`src/common/bcv_pkg.sv`:
```
// Shared constants and carrier types for the bridge control upper-field block
package bcv_pkg;

	// ----------------------------------------
	// Register placement
	// ----------------------------------------
	localparam logic [5:0] BCV_CTRL_DWORD = 6'h0f;
	localparam int BCV_LANE2 = 2;
	localparam int BCV_LANE3 = 3;
	localparam logic [31:0] BCV_CTRL_RESET = 32'h0000_0000;

	// ----------------------------------------
	// Field positions
	// ----------------------------------------
	localparam int BCV_VGA_EN_BIT = 19;
	localparam int BCV_MA_MODE_BIT = 21;
	localparam int BCV_SEC_RST_BIT = 22;
	localparam int BCV_FB2B_BIT = 23;
	localparam int BCV_PRI_SEL_BIT = 24;
	localparam int BCV_SEC_SEL_BIT = 25;
	localparam int BCV_DISC_STAT_BIT = 26;
	localparam int BCV_DISC_SERR_BIT = 27;

	// ----------------------------------------
	// Discard timer lengths in clock cycles
	// ----------------------------------------
	localparam int BCV_LONG_CYCLES = 32768;
	localparam int BCV_SHORT_CYCLES = 1024;
	localparam int BCV_TIMER_W = 16;

	// ----------------------------------------
	// Legacy video address ranges
	// ----------------------------------------
	localparam logic [31:0] BCV_VGA_MEM_LO = 32'h000a_0000;
	localparam logic [31:0] BCV_VGA_MEM_HI = 32'h000b_ffff;
	localparam logic [9:0] BCV_VGA_IO1_LO = 10'h3b0;
	localparam logic [9:0] BCV_VGA_IO1_HI = 10'h3bb;
	localparam logic [9:0] BCV_VGA_IO2_LO = 10'h3c0;
	localparam logic [9:0] BCV_VGA_IO2_HI = 10'h3df;
	localparam logic [15:0] BCV_IO_UPPER_ZERO = 16'h0000;
	localparam logic [31:0] BCV_ALL_ONES = 32'hffff_ffff;

	// ----------------------------------------
	// Carrier types
	// ----------------------------------------
	typedef struct packed {
		logic valid;
		logic is_mem;
		logic is_io;
		logic [31:0] addr;
	} bcv_addr_t;

	typedef struct packed {
		logic valid;
		logic delayed;
		logic posted;
		logic read;
	} bcv_abort_t;

	typedef struct packed {
		logic complete_ok;
		logic target_abort;
		logic [31:0] rdata;
	} bcv_abort_resp_t;

	typedef enum logic [2:0] {
		BCV_T_IDLE = 3'b001,
		BCV_T_COUNT = 3'b010,
		BCV_T_DONE = 3'b100
	} bcv_timer_state_t;

endpackage

```
`src/design/bcv_vga_decode.sv`:
```
// Legacy video range decoder for one bus side
`timescale 1ns/1ps
module bcv_vga_decode (
	// Transaction address
	input bcv_pkg::bcv_addr_t req,
	// Range hits
	output logic mem_hit,
	output logic io_hit
);
	import bcv_pkg::*;

	logic io_low1;
	logic io_low2;

	always_comb begin
		mem_hit = req.valid && req.is_mem &&
			(req.addr >= BCV_VGA_MEM_LO) && (req.addr <= BCV_VGA_MEM_HI);
		// Bits 15:10 are deliberately left out of the compare
		io_low1 = (req.addr[9:0] >= BCV_VGA_IO1_LO) && (req.addr[9:0] <= BCV_VGA_IO1_HI);
		io_low2 = (req.addr[9:0] >= BCV_VGA_IO2_LO) && (req.addr[9:0] <= BCV_VGA_IO2_HI);
		io_hit = req.valid && req.is_io && (req.addr[31:16] == BCV_IO_UPPER_ZERO) &&
			(io_low1 || io_low2);
	end

endmodule // bcv_vga_decode

```
`src/design/bcv_discard_timer.sv`:
```
// Discard timer for delayed completions awaiting a repeated request
`timescale 1ns/1ps
module bcv_discard_timer #(
	parameter int LONG_CYCLES = bcv_pkg::BCV_LONG_CYCLES,
	parameter int SHORT_CYCLES = bcv_pkg::BCV_SHORT_CYCLES,
	parameter int W = bcv_pkg::BCV_TIMER_W
) (
	// Clock and resets
	input wire logic core_clk,
	input wire logic resetn,
	input wire logic clr,
	// Queue head and selection
	input wire logic head_valid,
	input wire logic repeat_seen,
	input wire logic short_sel,
	// Expiry pulse
	output logic discard
);
	import bcv_pkg::*;

	bcv_timer_state_t state;
	bcv_timer_state_t next_state;
	logic [W-1:0] count;
	logic [W-1:0] next_count;
	logic next_discard;

	always_comb begin
		next_state = state;
		next_count = count;
		next_discard = 1'b0;
		unique case (state)
			BCV_T_IDLE: begin
				if (head_valid && !repeat_seen) begin
					next_state = BCV_T_COUNT;
					next_count = short_sel ? W'(SHORT_CYCLES - 1) : W'(LONG_CYCLES - 1);
				end
			end
			BCV_T_COUNT: begin
				if (repeat_seen || !head_valid) begin
					next_state = BCV_T_IDLE;
					next_count = '0;
				end else if (count == '0) begin
					next_state = BCV_T_DONE;
					next_discard = 1'b1;
				end else begin
					next_count = count - W'(1);
				end
			end
			BCV_T_DONE: begin
				// Wait for the dropped entry to leave the head
				if (!head_valid) begin
					next_state = BCV_T_IDLE;
				end
			end
			default: begin
				next_state = BCV_T_IDLE;
				next_count = '0;
			end
		endcase
	end

	always_ff @(posedge core_clk) begin
		if (!resetn || clr) begin
			state <= BCV_T_IDLE;
			count <= '0;
			discard <= 1'b0;
		end else begin
			state <= next_state;
			count <= next_count;
			discard <= next_discard;
		end
	end

endmodule // bcv_discard_timer

```
`src/design/bcv_bridge_ctrl.sv`:
```
// Bridge control upper fields: video decode, abort response, reset, discard timers
// Summary of operation
// - Video off: primary video I/O forwarded only inside I/O window with ISA mode 0.
// - Video on: legacy video memory range forwarded when memory enable is set, regardless of window or ISA mode.
// - Video on: video I/O ranges claimed on bits 9:0, upper half zero, 15:10 ignored.
// - Video on: video range transactions are never claimed on the secondary bus.
// - Abort mode 0: delayed completes normally, reads give all ones, no error pin.
// - Abort mode 1: delayed gets target abort; posted write raises error if enabled.
// - Secondary reset bit drives the secondary reset output directly.
// - Secondary reset clears buffers and secondary logic, not primary or config.
// - Fast back-to-back bit reads zero; never generated on the secondary bus.
// - Primary discard counter starts at queue head; expiry drops the transaction.
// - Select bit picks two to the fifteenth or two to the tenth cycles.
// - Independent secondary discard counter with its own select bit.
// - Discard status set on expiry; write one clears, write zero no effect.
// - Discard expiry raises error pin only when both error enables are set.
// - Reserved bits read zero and ignore writes.
`timescale 1ns/1ps
module bcv_bridge_ctrl #(
	parameter int LONG_CYCLES = bcv_pkg::BCV_LONG_CYCLES,
	parameter int SHORT_CYCLES = bcv_pkg::BCV_SHORT_CYCLES
) (
	// Clock and reset
	input wire logic core_clk,
	input wire logic resetn,
	// Configuration access
	input wire logic cfg_wr,
	input wire logic cfg_rd,
	input wire logic [5:0] cfg_dword,
	input wire logic [3:0] cfg_be_n,
	input wire logic [31:0] cfg_wdata,
	output logic [31:0] cfg_rdata,
	output logic cfg_rdata_valid,
	// Command register and neighbouring decode state
	input wire logic cmd_io_enable,
	input wire logic cmd_mem_enable,
	input wire logic system_error_report_enable,
	input wire logic isa_mode,
	input wire logic pri_io_window_hit,
	// Video address decode
	input bcv_pkg::bcv_addr_t pri_req,
	input bcv_pkg::bcv_addr_t sec_req,
	output logic pri_vga_claim,
	output logic sec_vga_ignore,
	// Master abort handling
	input bcv_pkg::bcv_abort_t abort_in,
	output bcv_pkg::bcv_abort_resp_t abort_resp,
	// Discard timers
	input wire logic pri_head_valid,
	input wire logic pri_repeat_seen,
	input wire logic sec_head_valid,
	input wire logic sec_repeat_seen,
	output logic pri_discard,
	output logic sec_discard,
	// Secondary reset and bus options
	output logic sec_reset_n,
	output logic sec_logic_reset_n,
	output logic sec_fast_b2b_en,
	// Primary system error pin, open drain
	output logic primary_system_error_n,
	output logic primary_system_error_oe
);
	import bcv_pkg::*;

	// ----------------------------------------
	// Control register state
	// ----------------------------------------
	logic vga_enable;
	logic ma_mode;
	logic sec_bus_reset;
	logic pri_short_sel;
	logic sec_short_sel;
	logic disc_status;
	logic disc_serr_en;
	logic next_vga_enable;
	logic next_ma_mode;
	logic next_sec_bus_reset;
	logic next_pri_short_sel;
	logic next_sec_short_sel;
	logic next_disc_status;
	logic next_disc_serr_en;
	logic [31:0] next_cfg_rdata;
	logic next_cfg_rdata_valid;
	logic hit;
	logic wr_lane2;
	logic wr_lane3;
	logic [31:0] ctrl_view;

	// ----------------------------------------
	// Secondary-side and datapath state
	// ----------------------------------------
	logic pri_mem_hit;
	logic pri_io_hit;
	logic sec_mem_hit;
	logic sec_io_hit;
	logic pri_disc_raw;
	logic sec_disc_raw;
	logic any_discard;
	logic next_pri_vga_claim;
	logic next_sec_vga_ignore;
	bcv_abort_resp_t next_abort_resp;
	logic next_serr;

	// ----------------------------------------
	// Register access
	// ----------------------------------------
	always_comb begin
		hit = (cfg_dword == BCV_CTRL_DWORD);
		wr_lane2 = cfg_wr && hit && !cfg_be_n[BCV_LANE2];
		wr_lane3 = cfg_wr && hit && !cfg_be_n[BCV_LANE3];
		ctrl_view = BCV_CTRL_RESET;
		ctrl_view[BCV_VGA_EN_BIT] = vga_enable;
		ctrl_view[BCV_MA_MODE_BIT] = ma_mode;
		ctrl_view[BCV_SEC_RST_BIT] = sec_bus_reset;
		ctrl_view[BCV_FB2B_BIT] = 1'b0;
		ctrl_view[BCV_PRI_SEL_BIT] = pri_short_sel;
		ctrl_view[BCV_SEC_SEL_BIT] = sec_short_sel;
		ctrl_view[BCV_DISC_STAT_BIT] = disc_status;
		ctrl_view[BCV_DISC_SERR_BIT] = disc_serr_en;

		next_vga_enable = vga_enable;
		next_ma_mode = ma_mode;
		next_sec_bus_reset = sec_bus_reset;
		next_pri_short_sel = pri_short_sel;
		next_sec_short_sel = sec_short_sel;
		next_disc_serr_en = disc_serr_en;
		next_disc_status = disc_status;
		if (wr_lane2) begin
			next_vga_enable = cfg_wdata[BCV_VGA_EN_BIT];
			next_ma_mode = cfg_wdata[BCV_MA_MODE_BIT];
			next_sec_bus_reset = cfg_wdata[BCV_SEC_RST_BIT];
		end
		if (wr_lane3) begin
			next_pri_short_sel = cfg_wdata[BCV_PRI_SEL_BIT];
			next_sec_short_sel = cfg_wdata[BCV_SEC_SEL_BIT];
			next_disc_serr_en = cfg_wdata[BCV_DISC_SERR_BIT];
			if (cfg_wdata[BCV_DISC_STAT_BIT]) begin
				next_disc_status = 1'b0;
			end
		end
		// A discard in the clearing cycle keeps the flag set
		if (any_discard) begin
			next_disc_status = 1'b1;
		end

		// Reads of any other dword return zero
		next_cfg_rdata_valid = cfg_rd;
		next_cfg_rdata = (cfg_rd && hit) ? ctrl_view : 32'h0000_0000;
	end

	always_ff @(posedge core_clk) begin
		if (!resetn) begin
			vga_enable <= 1'b0;
			ma_mode <= 1'b0;
			sec_bus_reset <= 1'b0;
			pri_short_sel <= 1'b0;
			sec_short_sel <= 1'b0;
			disc_status <= 1'b0;
			disc_serr_en <= 1'b0;
			cfg_rdata <= 32'h0000_0000;
			cfg_rdata_valid <= 1'b0;
		end else begin
			vga_enable <= next_vga_enable;
			ma_mode <= next_ma_mode;
			sec_bus_reset <= next_sec_bus_reset;
			pri_short_sel <= next_pri_short_sel;
			sec_short_sel <= next_sec_short_sel;
			disc_status <= next_disc_status;
			disc_serr_en <= next_disc_serr_en;
			cfg_rdata <= next_cfg_rdata;
			cfg_rdata_valid <= next_cfg_rdata_valid;
		end
	end

	// ----------------------------------------
	// Video range decode
	// ----------------------------------------
	bcv_vga_decode u_pri_decode (
		.req(pri_req),
		.mem_hit(pri_mem_hit),
		.io_hit(pri_io_hit)
	);

	bcv_vga_decode u_sec_decode (
		.req(sec_req),
		.mem_hit(sec_mem_hit),
		.io_hit(sec_io_hit)
	);

	always_comb begin
		if (vga_enable) begin
			// Window, ISA mode and snoop play no part here
			next_pri_vga_claim = (pri_mem_hit && cmd_mem_enable) ||
				(pri_io_hit && cmd_io_enable);
		end else begin
			next_pri_vga_claim = pri_io_hit && cmd_io_enable &&
				pri_io_window_hit && !isa_mode;
		end
		// Secondary side: mark what the bridge must leave unclaimed
		next_sec_vga_ignore = vga_enable && (sec_mem_hit || sec_io_hit);
	end

	// ----------------------------------------
	// Master abort response and error pin
	// ----------------------------------------
	always_comb begin
		next_abort_resp = '0;
		next_serr = 1'b0;
		if (abort_in.valid && abort_in.delayed) begin
			if (ma_mode) begin
				next_abort_resp.target_abort = 1'b1;
			end else begin
				next_abort_resp.complete_ok = 1'b1;
				if (abort_in.read) begin
					next_abort_resp.rdata = BCV_ALL_ONES;
				end
			end
		end
		// Posted writes get no bus answer, only the error pin
		if (abort_in.valid && abort_in.posted && ma_mode && system_error_report_enable) begin
			next_serr = 1'b1;
		end
		if (any_discard && disc_serr_en && system_error_report_enable) begin
			next_serr = 1'b1;
		end
	end

	always_ff @(posedge core_clk) begin
		if (!resetn) begin
			pri_vga_claim <= 1'b0;
			sec_vga_ignore <= 1'b0;
			abort_resp <= '0;
		end else begin
			pri_vga_claim <= next_pri_vga_claim;
			sec_vga_ignore <= next_sec_vga_ignore;
			abort_resp <= next_abort_resp;
		end
	end

	// ----------------------------------------
	// Primary system error pin
	// ----------------------------------------
	// Open drain: the enable is high only while the pin is pulled low
	always_ff @(posedge core_clk) begin
		if (!resetn) begin
			primary_system_error_n <= 1'b1;
			primary_system_error_oe <= 1'b0;
		end else begin
			primary_system_error_n <= !next_serr;
			primary_system_error_oe <= next_serr;
		end
	end

	// ----------------------------------------
	// Discard timers
	// ----------------------------------------
	// Secondary reset holds both timers idle: they serve the buffers
	bcv_discard_timer #(
		.LONG_CYCLES(LONG_CYCLES),
		.SHORT_CYCLES(SHORT_CYCLES),
		.W(BCV_TIMER_W)
	) u_pri_timer (
		.core_clk(core_clk),
		.resetn(resetn),
		.clr(sec_bus_reset),
		.head_valid(pri_head_valid),
		.repeat_seen(pri_repeat_seen),
		.short_sel(pri_short_sel),
		.discard(pri_disc_raw)
	);

	bcv_discard_timer #(
		.LONG_CYCLES(LONG_CYCLES),
		.SHORT_CYCLES(SHORT_CYCLES),
		.W(BCV_TIMER_W)
	) u_sec_timer (
		.core_clk(core_clk),
		.resetn(resetn),
		.clr(sec_bus_reset),
		.head_valid(sec_head_valid),
		.repeat_seen(sec_repeat_seen),
		.short_sel(sec_short_sel),
		.discard(sec_disc_raw)
	);

	always_comb begin
		any_discard = pri_disc_raw || sec_disc_raw;
		pri_discard = pri_disc_raw;
		sec_discard = sec_disc_raw;
	end

	// ----------------------------------------
	// Secondary reset and bus options
	// ----------------------------------------
	always_ff @(posedge core_clk) begin
		if (!resetn) begin
			sec_reset_n <= 1'b0;
			sec_logic_reset_n <= 1'b0;
			sec_fast_b2b_en <= 1'b0;
		end else begin
			sec_reset_n <= !next_sec_bus_reset;
			sec_logic_reset_n <= !next_sec_bus_reset;
			sec_fast_b2b_en <= 1'b0;
		end
	end

endmodule // bcv_bridge_ctrl

```
`config.mk`:
```
export PLATFORM = sky130hd
export DESIGN_NAME = bcv_bridge_ctrl
export DESIGN_NICKNAME = d
export VERILOG_FILES = /design/src/common/bcv_pkg.sv /design/src/design/bcv_vga_decode.sv /design/src/design/bcv_discard_timer.sv /design/src/design/bcv_bridge_ctrl.sv
export SDC_FILE = /design/constraint.sdc
export NUM_CORES = 1
export LEC_CHECK = 0
export BUFFER_PORTS_ARGS = -buffer_cell sky130_fd_sc_hd__buf_2
export CAP_MARGIN = 20
export CORE_UTILIZATION = 46
export DETAILED_ROUTE_END_ITERATION = 16
export HOLD_SLACK_MARGIN = 0.08
export PLACE_DENSITY = 0.81
export SKIP_LAST_GASP = 1
export SLEW_MARGIN = 10
export SYNTH_ARGS = -nofsm -noshare
export SYNTH_HDL_FRONTEND = slang
export SYNTH_HIERARCHICAL = 1
export SYNTH_SLANG_ARGS = --single-unit
```
`constraint.sdc`:
```
create_clock -name core_clk -period 2.8 [get_ports core_clk]
set_clock_uncertainty 0.15 [all_clocks]
set_input_delay 0.56 -clock core_clk [delete_from_list [all_inputs] [get_ports core_clk]]
set_output_delay 0.56 -clock core_clk [all_outputs]
set_load 0.005 [all_outputs]
```
### After elaboration in Yosys (flattened, before gate mapping)

Cells that the tools add are included.
W data, S select, Z words.

| word-level totals | value |
|---|---|
| register bits | 119 |
| input bits | 129 |
| output and inout bits | 76 |

| operators by class | value |
|---|---|
| $add $sub $neg | 2 |
| eq/ne operators | 15 |
| reduce and logical (&&, ||, !) cells | 67 |
| bitwise logic cells | 6 |
| mux-type cells | 32 |
| order comparisons | 12 |

Operator list:

| operator | number |
|---|---|
| $mux W16 | 6 |
| $pmux W16 S3 | 2 |
| $ge A32 B20 Y1 const B | 2 |
| $le A32 B20 Y1 const B | 2 |
| $logic_not A16 Y1 | 4 |
| $ge A10 B10 Y1 const B | 4 |
| $le A10 B10 Y1 const B | 4 |
| $logic_and A1 B1 Y1 | 33 |
| $mux W32 | 1 |
| $sub A16 B1 Y16 const B | 2 |
| $mux W15 | 2 |
| $mux W3 | 8 |
| $pmux W3 S3 | 2 |
| $reduce_and A3 Y1 | 4 |
| $mux W1 | 11 |
| $logic_not A1 Y1 | 10 |
| $reduce_or A3 Y1 | 3 |
| $logic_or A1 B1 Y1 | 8 |
| $eq A3 B1 Y1 const B | 2 |
| $eq A3 B2 Y1 const B | 2 |
| $eq A3 B3 Y1 const B | 2 |
| $eq A6 B4 Y1 const B | 1 |
| $ne A3 B1 Y1 const B | 2 |
| $ne A3 B2 Y1 const B | 2 |
| other kinds (5) | 15 |

### Longest topological paths before layout

Gate-level depths: netlist (run 1).

| logic depth | value |
|---|---|
| depth in word-level cells | 8 |
| depth in mapped cells | 8 |
| depth with buffers taken out | 7 |

### Hierarchy

The synthesis (run 1) kept the hierarchy.

By module, submodules not included:

| module | cells each | times used | area an instance (um2) |
|---|---|---|---|
| bcv_discard_timer | 155 | 2 | 1,255.0 |
| bcv_bridge_ctrl | 138 | 1 | 1,233.7 |
| bcv_vga_decode | 14 | 2 | 108.9 |

### Worst setup path after synthesis (run 1)

No wires, ideal clock.

| path | value |
|---|---|
| path type | register to register |
| start point | register u_pri_timer.count[0] |
| end point | register u_pri_timer.count[12] |
| arrival | 2,016 ps |
| stages on the path, launching flop included | 8 |
| path slack | 508 ps |
| path buffers | 0 |
| period minus slack after synthesis | 2,292 ps |
| cells stage by stage | dfxtp_1 inv_1 ha_1 or3b_2 or3_1 or4_1 o211ai_1 a31oi_1 |

| on the way | value |
|---|---|
| cells in the longest elaborated chain, start to end | 4 |
| elaborated cells on any way between the ends | 7 |
| classes of those cells | 1 x add/sub; 1 x eq/ne; 3 x mux; 2 x reduce/logical |

Ends and longest elaborated chain:

| item | RTL line | text |
|---|---|---|
| start, declared | bcv_discard_timer.sv:23 | `logic [W-1:0] count;` |
| start signal, assigned | bcv_discard_timer.sv:69 | `count <= next_count;` |
| $sub A16 B1 Y16 | bcv_discard_timer.sv:46 | `next_count = count - W'(1);` |
| $mux W16 | bcv_discard_timer.sv:42 | `end else if (count == '0) begin` |
| $mux W16 | bcv_discard_timer.sv:39 | `if (repeat_seen \|\| !head_valid) begin` |
| $pmux W16 S3 | bcv_discard_timer.sv:31 | `unique case (state)` |

Several ways; a longest one is shown, not always the timed one. The select of a mux whose other input is x is not followed.
A chain may end at the register's enable or synchronous reset.

### Worst setup path in the final report (run 1)

Same ends and word-level chain as after synthesis.

==> impl_metrics.py, run 1 <==
metrics = {
    "synth": {
        "netlist_instances": 476,
        "netlist_area_mm2": 0.003961,
        "synth_compound_gate_area_share": 0.2129,
        "distinct_cells_synth": 50,
        "synth_xor_area_frac": 0.004422,
        "arithmetic_cell_share_of_the_synthesized_area_counting_full_adders_half_adders_and_majority_gates": 0.01263,
        "ys_seq_area_frac": 0.3184,
        "yosys.area_share.simple": 0.2824,
        "synth_async_sr_flop_share": 0,
        "ys_warn_count": 6,
        "synthFlopType": "sky130_fd_sc_hd__dfxtp_1",
        "post_synthesis_area_per_instance_um2": 8.322,
        "synth.area.mux_share": 0.01769,
        "combinational_family_with_the_most_area_after_synthesis": "simple AND/OR/NAND/NOR gates",
        "synth-edff-count": 0,
        "ys_seq_elements": 63,
    },
    "worst_setup_path": {
        "reg2reg_slack_ns": 0.27,
        "r2r-start": "u_pri_timer/count[0]",
        "worst-path-max-fanout": 4,
        "end_kind": "flop",
        "cp.arrival_ns": 2.58,
        "timing_worst_setup_path_type": "flop to flop",
        "crit-reg2reg-capture": "u_pri_timer/count[12]",
        "critical_path_required_ns": 2.85,
        "critPathLaunchType": "flop",
        "r2r_cells": 7,
    },
    "global_routing": {
        "grt_pass1_wl_um": 15750,
        "grtUsageTotal": 0.2249,
        "grt_antenna_before_repair": 0,
        "vias_in_the_first_global_route": 3482,
        "grt_start_max_net_pins": 33,
        "grt-ovfl-total": 0,
    },
    "clocking": {
        "cts.reportedPaths.clkPinSlew_ns": 0.08,
        "cts_max_path_buffers": 2,
        "post_cts_hold_buffer_count": 0,
        "cts_setup_buffers": 0,
        "tritoncts": "yes",
        "clock_tree.htree_level_count": 3,
        "numCtsBuffers": 9,
        "sinks_on_the_clock_net": 63,
        "root_buffer": "sky130_fd_sc_hd__clkbuf_8",
        "post_cts.resized_instances": 0,
        "clock_insertion_delay_worst_skew_ns": 0.35,
    },
    "finish": {
        "fin_cells": 685,
        "num_antenna_cells": 0,
        "sequential_cell_area_mm2": 0.001261,
        "synthToLayoutAreaGrowth_pct": 14.81,
        "fill_cells": 758,
        "finalNetCount": 708,
        "fraction_of_final_layout_cells_sized_beyond_drive_strength_1": 0.3241,
        "area_of_the_multi_input_gates_mm2": 0.002197,
    },
    "routing": {
        "routed_wire_per_std_cell_um": 14.33,
        "drt-vias-per-instance": 5.495,
        "finalWirelength_um": 9814,
        "route.antenna.remaining_nets": 0,
        "drc": 0,
        "vias": 3764,
        "first_iter_violations": 223,
        "number_of_detailed_route_iterations_in_the_first_pass": 5,
    },
    "die": {
        "start_util": 0.4797,
        "fp.dieH_um": 94.80,
        "core.rowCount": 33,
        "top_level_ports": 205,
        "width_of_the_chip_um": 94.80,
        "placeableCoreArea_mm2": 0.008258,
        "dieArea_mm2": 0.008987,
    },
    "pwr": {
        "share_seq_of_total_power": 0.449,
        "sw_frac_of_total": 0.3112,
        "netsw_w": 0.0006976,
        "clkPwrFrac": 0.349,
        "total_leakage_power_nw": 1.981,
        "p_total_w": 0.002242,
        "comb_power_share": 0.203,
        "peakVddDrop_uv": 269.9,
        "p_per_area_mw_per_mm2": 492.9,
        "power.internal_w": 0.001544,
    },
    "placement": {
        "quantity_of_i_o_buffers_inserted_on_ports": 135,
        "place.gp.congestion": 0.8974,
        "place.detailed.hpwl_um": 7470,
        "dpl_cells": 669,
    },
    "sta": {
        "rsz0062_at_grt": "false",
        "clock.fmax_mhz": 395.9,
        "timing.final.hold_violations": 0,
        "worst-slew-pin-transition_ns": 0.9149,
        "slew_headroom": 0.3877,
        "finalWorstPathRequiredPeriod_ns": 2.526,
        "final_critical_path_share_of_the_clock_period": 0.9020,
        "setup_viol_count_final": 0,
        "report.final.slew_viol_count": 0,
        "setup_total_negative_slack_ns": 0,
    },
    "hold_path": {
        "worstHoldPathCells": 2,
        "whs_endpoint": "disc_status",
        "min_path_type": "primary input to flop",
        "min-delay-start": "cfg_wdata[26]",
    },
    "status": {
        "status": "completed",
    },
    "run": {
        "max_cap_viol_count": 0,
    },
}
metal layers:
layer / up-vias / global-route usage / wire length, um
li1: 1836 / - / -
met1: 1735 / 0.2456 / 3848
met2: 179 / 0.4119 / 5101
met3: 14 / 0.06119 / 729
met4: 0 / 0.08207 / 136
met5: - / 0 / 0
cells in the mapped netlist, types with 4 or more instances:
master / count / area share
sky130_fd_sc_hd__a211oi_1: 6 / 0.011
sky130_fd_sc_hd__a21oi_1: 30 / 0.038
sky130_fd_sc_hd__a31oi_1: 9 / 0.014
sky130_fd_sc_hd__and2_1: 11 / 0.017
sky130_fd_sc_hd__and4b_1: 4 / 0.010
sky130_fd_sc_hd__buf_4: 62 / 0.12
sky130_fd_sc_hd__clkbuf_1: 12 / 0.011
sky130_fd_sc_hd__dfxtp_1: 63 / 0.32
sky130_fd_sc_hd__ha_1: 4 / 0.013
sky130_fd_sc_hd__inv_1: 5 / 0.0047
sky130_fd_sc_hd__mux2i_1: 7 / 0.018
sky130_fd_sc_hd__nand2_1: 34 / 0.032
sky130_fd_sc_hd__nand2b_1: 10 / 0.016
sky130_fd_sc_hd__nand3_1: 12 / 0.015
sky130_fd_sc_hd__nand4b_1: 4 / 0.0088
sky130_fd_sc_hd__nor2_1: 42 / 0.040
sky130_fd_sc_hd__nor2b_1: 7 / 0.011
sky130_fd_sc_hd__nor3_1: 10 / 0.013
sky130_fd_sc_hd__nor3b_1: 6 / 0.011
sky130_fd_sc_hd__nor4_1: 8 / 0.013
sky130_fd_sc_hd__nor4_2: 5 / 0.016
sky130_fd_sc_hd__nor4_4: 4 / 0.021
sky130_fd_sc_hd__o211ai_1: 12 / 0.023
sky130_fd_sc_hd__o21a_1: 4 / 0.0076
sky130_fd_sc_hd__o21ai_0: 32 / 0.040
sky130_fd_sc_hd__o21ai_1: 4 / 0.0051
sky130_fd_sc_hd__o31ai_1: 12 / 0.023
sky130_fd_sc_hd__or2_2: 5 / 0.0079
sky130_fd_sc_hd__or3_1: 6 / 0.0095
sky130_fd_sc_hd__or3b_2: 4 / 0.0088
sky130_fd_sc_hd__or4_1: 5 / 0.0095
power groups by stage:
stage	sequential (W)	clock, W	combinational [W]
3_5_place_dp	0.00102	0	0.000448
3_3_place_gp	0.00102	0	0.000431
4_1_cts	0.00100	0.000800	0.000449
2_1_floorplan	0.00101	0	0.000346
5_1_grt	0.00101	0.000837	0.000500
6_report	0.00101	0.000782	0.000455
final cells by class:
cell class                 count  share of cell area
timing repair buffer         144              0.1634
sequential                    63              0.2773
clock buffer                   9             0.02724
inverter                       5            0.004127
tap                          105             0.02889
clock inverter                 7             0.01596
multi-input combinational    352              0.4831
cell usage in the layout, fill, tap and decap left out, types with 5 or more instances in the layout:
cell | netlist | final
sky130_fd_sc_hd__dfxtp_1 | 63 | 63
sky130_fd_sc_hd__nor3b_1 | 6 | 6
sky130_fd_sc_hd__or3_1 | 6 | 6
sky130_fd_sc_hd__a31oi_1 | 9 | 9
sky130_fd_sc_hd__o21ai_0 | 32 | 32
sky130_fd_sc_hd__inv_1 | 5 | 5
sky130_fd_sc_hd__or4_1 | 5 | 5
sky130_fd_sc_hd__nand3_1 | 12 | 12
sky130_fd_sc_hd__o31ai_1 | 12 | 12
sky130_fd_sc_hd__nand2_1 | 34 | 34
sky130_fd_sc_hd__buf_4 | 62 | 9
sky130_fd_sc_hd__nor2_1 | 42 | 42
sky130_fd_sc_hd__or2_2 | 5 | 5
sky130_fd_sc_hd__nor3_1 | 10 | 10
sky130_fd_sc_hd__and2_1 | 11 | 11
sky130_fd_sc_hd__clkbuf_8 | 0 | 9
sky130_fd_sc_hd__mux2i_1 | 7 | 7
sky130_fd_sc_hd__a21oi_1 | 30 | 30
sky130_fd_sc_hd__conb_1 | 1 | 26
sky130_fd_sc_hd__nor2b_1 | 7 | 7
sky130_fd_sc_hd__buf_2 | 3 | 135
sky130_fd_sc_hd__nor4_1 | 8 | 8
sky130_fd_sc_hd__nor4_2 | 5 | 5
sky130_fd_sc_hd__a211oi_1 | 6 | 6
sky130_fd_sc_hd__o211ai_1 | 12 | 12
sky130_fd_sc_hd__nand2b_1 | 10 | 10
logic make-up after synthesis:
logic type | after synthesis
AND/OR/NAND/NOR | 188
XOR/XNOR | 2
flip-flops | 63
AO/OA/AOI/OAI | 125
other | 1
adder cells (fa/ha/maj) | 4
buffers and inverters | 86
multiplexers | 7
registers in the layout, summed over array words and instances (netlist names), named ones only:
signal	cells
abort_resp	3
cfg_rdata	7
cfg_rdata_valid	1
disc_serr_en	1
disc_status	1
ma_mode	1
pri_short_sel	1
pri_vga_claim	1
primary_system_error_n	1
primary_system_error_oe	1
sec_logic_reset_n	1
sec_short_sel	1
sec_vga_ignore	1
u_pri_timer/count	16
u_pri_timer/discard	1
u_pri_timer/state	3
u_sec_timer/count	16
u_sec_timer/discard	1
u_sec_timer/state	3
vga_enable	1
per-stage QoR:
| stage | area [um^2] | utilization | hold slack (ns) | setup slack (ns) |
|---|---|---|---|---|
| after global routing | 4548 | 0.5508 | 0.2294 | 0.1318 |
| final | 4548 | 0.5508 | 0.2447 | 0.2744 |
| after detailed placement | 4352 | 0.5270 | 0.2922 | 0.2379 |
| after floorplan | 4055 | - | 0.2742 | 0.5076 |
| after CTS | 4548 | 0.5508 | 0.2276 | 0.2811 |
| after global placement | 4352 | 0.5270 | 0.2878 | 0.2645 |
worst max-delay path by stage:
| stage | start | to | slack [ns] | cells after the start |
|---|---|---|---|---|
| 2_1_floorplan | u_pri_timer/count[0] | u_pri_timer/count[12] | 0.51 | 7 |
| 3_3_place_gp | sec_repeat_seen | u_sec_timer/count[13] | 0.26 | 6 |
| 3_5_place_dp | sec_repeat_seen | u_sec_timer/count[13] | 0.24 | 6 |
| 4_1_cts | u_pri_timer/count[0] | u_pri_timer/count[12] | 0.28 | 7 |
| 5_1_grt | u_sec_timer/count[6] | u_sec_timer/count[0] | 0.13 | 5 |
| 6_report | u_pri_timer/count[0] | u_pri_timer/count[12] | 0.27 | 7 |
worst max-delay path, stage by stage, from the launching register on:
cell and delay, ns:
sky130_fd_sc_hd__dfxtp_1 0.31, sky130_fd_sc_hd__inv_1 0.11, sky130_fd_sc_hd__ha_1 0.19, sky130_fd_sc_hd__or3b_2 0.50, sky130_fd_sc_hd__or3_1 0.41, sky130_fd_sc_hd__or4_1 0.41, sky130_fd_sc_hd__o211ai_1 0.18, sky130_fd_sc_hd__a31oi_1 0.12
No activity file was read; power rests on OpenSTA's default activity.
==> run 2: changes to the inputs <==
BUFFER_PORTS_ARGS = -buffer_cell sky130_fd_sc_hd__buf_4   (was -buffer_cell sky130_fd_sc_hd__buf_2)
CORE_MARGIN = 2   (was default)
==> run 2 against run 1 <==
First-iteration DRC count is 21% lower. Clock power hardly changed. Critical path depth is 2 lower. Clock-buffer cell count is 1 higher. Critical path type unchanged. Combinational power is 4.4% higher. Worst setup slack better by 0.0024 ns.
==> impl_metrics.py, run 2 (synthesis gave the netlist of run 1 again) <==
metrics = {
    "sta": {
        "fin_ws_ns": 0.2768,
        "setup_viol_count_final": 0,
        "slew_headroom": 0.3961,
        "clock.fmax_mhz": 396.3,
        "final_critical_path_share_of_the_clock_period": 0.9011,
        "finalWorstPathRequiredPeriod_ns": 2.523,
        "report.final.slew_viol_count": 0,
        "worst-slew-pin-transition_ns": 0.9023,
        "setup_total_negative_slack_ns": 0,
        "timing.final.hold_violations": 0,
        "rsz0062_at_grt": "false",
    },
    "clocking": {
        "cts_setup_buffers": 0,
        "sinks_on_the_clock_net": 63,
        "post_cts_hold_buffer_count": 0,
        "cts.reportedPaths.clkPinSlew_ns": 0.07,
        "clock_tree.htree_level_count": 3,
        "post_cts.resized_instances": 0,
        "root_buffer": "sky130_fd_sc_hd__clkbuf_8",
        "cts_max_path_buffers": 2,
        "clock_insertion_delay_worst_skew_ns": 0.34,
        "tritoncts": "yes",
        "numCtsBuffers": 9,
    },
    "worst_setup_path": {
        "cp.arrival_ns": 2.57,
        "worst-path-max-fanout": 11,
        "cp-startpoint": "u_sec_timer/count[6]",
        "critPathLaunchType": "flop",
        "end_kind": "flop",
        "timing_worst_setup_path_type": "flop to flop",
        "r2r_cells": 5,
        "critical_path_required_ns": 2.85,
        "r2r-start": "u_sec_timer/count[6]",
    },
    "global_routing": {
        "grt_start_max_net_pins": 33,
        "grt_antenna_before_repair": 0,
        "grt-ovfl-total": 0,
        "vias_in_the_first_global_route": 3432,
        "grtUsageTotal": 0.1982,
        "grt_pass1_wl_um": 15640,
    },
    "placement": {
        "place.gp.congestion": 0.9216,
        "detailedPlace.worstSlack_ns": 0.2186,
        "place.detailed.hpwl_um": 7179,
        "quantity_of_i_o_buffers_inserted_on_ports": 135,
    },
    "finish": {
        "num_antenna_cells": 0,
        "layout_commonest_cell": "sky130_fd_sc_hd__buf_4",
        "synthToLayoutAreaGrowth_pct": 22.39,
        "layout_top_registers": "u_pri_timer/count: 16 flops, u_sec_timer/count: 16 flops, cfg_rdata: 7 flops",
        "layout.cells.most_common_list": "sky130_fd_sc_hd__buf_4, sky130_fd_sc_hd__dfxtp_1, sky130_fd_sc_hd__nor2_1, sky130_fd_sc_hd__nand2_1, sky130_fd_sc_hd__o21ai_0",
        "finalNetCount": 703,
        "fraction_of_final_layout_cells_sized_beyond_drive_strength_1": 0.3171,
    },
    "routing": {
        "number_of_detailed_route_iterations_in_the_first_pass": 5,
        "vias": 3745,
        "routed_wire_per_std_cell_um": 13.79,
        "detail_route.wirelength.met1_um": 3741,
        "drc": 0,
        "routed.top_layer": "met4",
        "route.antenna.remaining_nets": 0,
        "drt-vias-per-instance": 5.515,
        "first_iter_violations": 177,
        "wl_met3_um": 717,
        "met2_wirelength_um": 4778,
        "finalWirelength_um": 9362,
    },
    "pwr": {
        "sw_frac_of_total": 0.2966,
        "total_leakage_power_nw": 2.031,
        "p_total_w": 0.002265,
        "p_per_area_mw_per_mm2": 467.1,
        "power.internal_w": 0.001593,
        "clkPwrFrac": 0.346,
        "share_seq_of_total_power": 0.444,
        "comb_power_share": 0.210,
        "netsw_w": 0.0006718,
        "peakVddDrop_uv": 261.4,
    },
    "hold_path": {
        "worstHoldPathCells": 2,
        "min_path_type": "primary input to flop",
        "min-delay-start": "system_error_report_enable",
    },
    "die": {
        "core.rowCount": 33,
        "width_of_the_chip_um": 96.80,
        "fp.dieH_um": 96.80,
        "dieArea_mm2": 0.009370,
        "placeableCoreArea_mm2": 0.008299,
        "start_util": 0.4773,
        "top_level_ports": 205,
    },
    "run": {
        "max_cap_viol_count": 0,
    },
    "status": {
        "status": "completed",
    },
}
## run 2: cell types whose count changed in the layout (fill, tap and decap cells not counted)
cell	previous run	this run
sky130_fd_sc_hd__clkbuf_8	9	10
sky130_fd_sc_hd__buf_4	9	139
sky130_fd_sc_hd__inv_6	1	0
sky130_fd_sc_hd__clkinv_2	2	1
sky130_fd_sc_hd__buf_2	135	0
## run 2: layer usage
metal	GRT usage	up-vias
met3	0.05275	14
met1	0.2297	1719
li1	-	1835
met4	0.06934	0
met5	0	-
met2	0.3510	177
## run 2: layout make-up
cell class                 count  area, um^2
clock buffer                  10       137.6
clock inverter                 5       58.81
fill                         722        3451
inverter                       5       18.77
multi-input combinational    352        2197
sequential                    63        1261
tap                          105       131.4
timing repair buffer         139        1044
## run 2: per-stage QoR
stage	hold slack, ns	utilization	area [um^2]	std cells
4_1_cts	0.2430	0.5842	4848	679
3_3_place_gp	0.2895	0.5605	4652	664
2_1_floorplan	0.2742	-	4055	501
5_1_grt	0.2420	0.5842	4848	679
3_5_place_dp	0.2954	0.5605	4652	664
6_report	0.2588	0.5842	4848	679
## run 2: final timing paths
check | to | slack, ns
worst max-delay path | u_sec_timer/count[13] | 0.28
worst max register to register | u_sec_timer/count[13] | 0.28
worst min-delay path | primary_system_error_n | 0.26
worst min register to register | cfg_rdata[26] | 0.31
## run 2: power groups by stage
stage               combinational [W]  sequential (W)  clock [W]
floorplan                    0.000346         0.00101          0
global placement             0.000457         0.00102          0
finish                       0.000475         0.00101   0.000784
global route                 0.000523         0.00101   0.000848
detailed placement           0.000470         0.00102          0
CTS                          0.000472         0.00100   0.000806
## run 2: worst max-delay path: stages (launching register included)
cell and delay, ns:
sky130_fd_sc_hd__dfxtp_1 0.37, sky130_fd_sc_hd__or4_1 0.73, sky130_fd_sc_hd__nor4_4 0.43, sky130_fd_sc_hd__a2bb2oi_1 0.37
sky130_fd_sc_hd__nand2_1 0.23, sky130_fd_sc_hd__o31ai_1 0.09
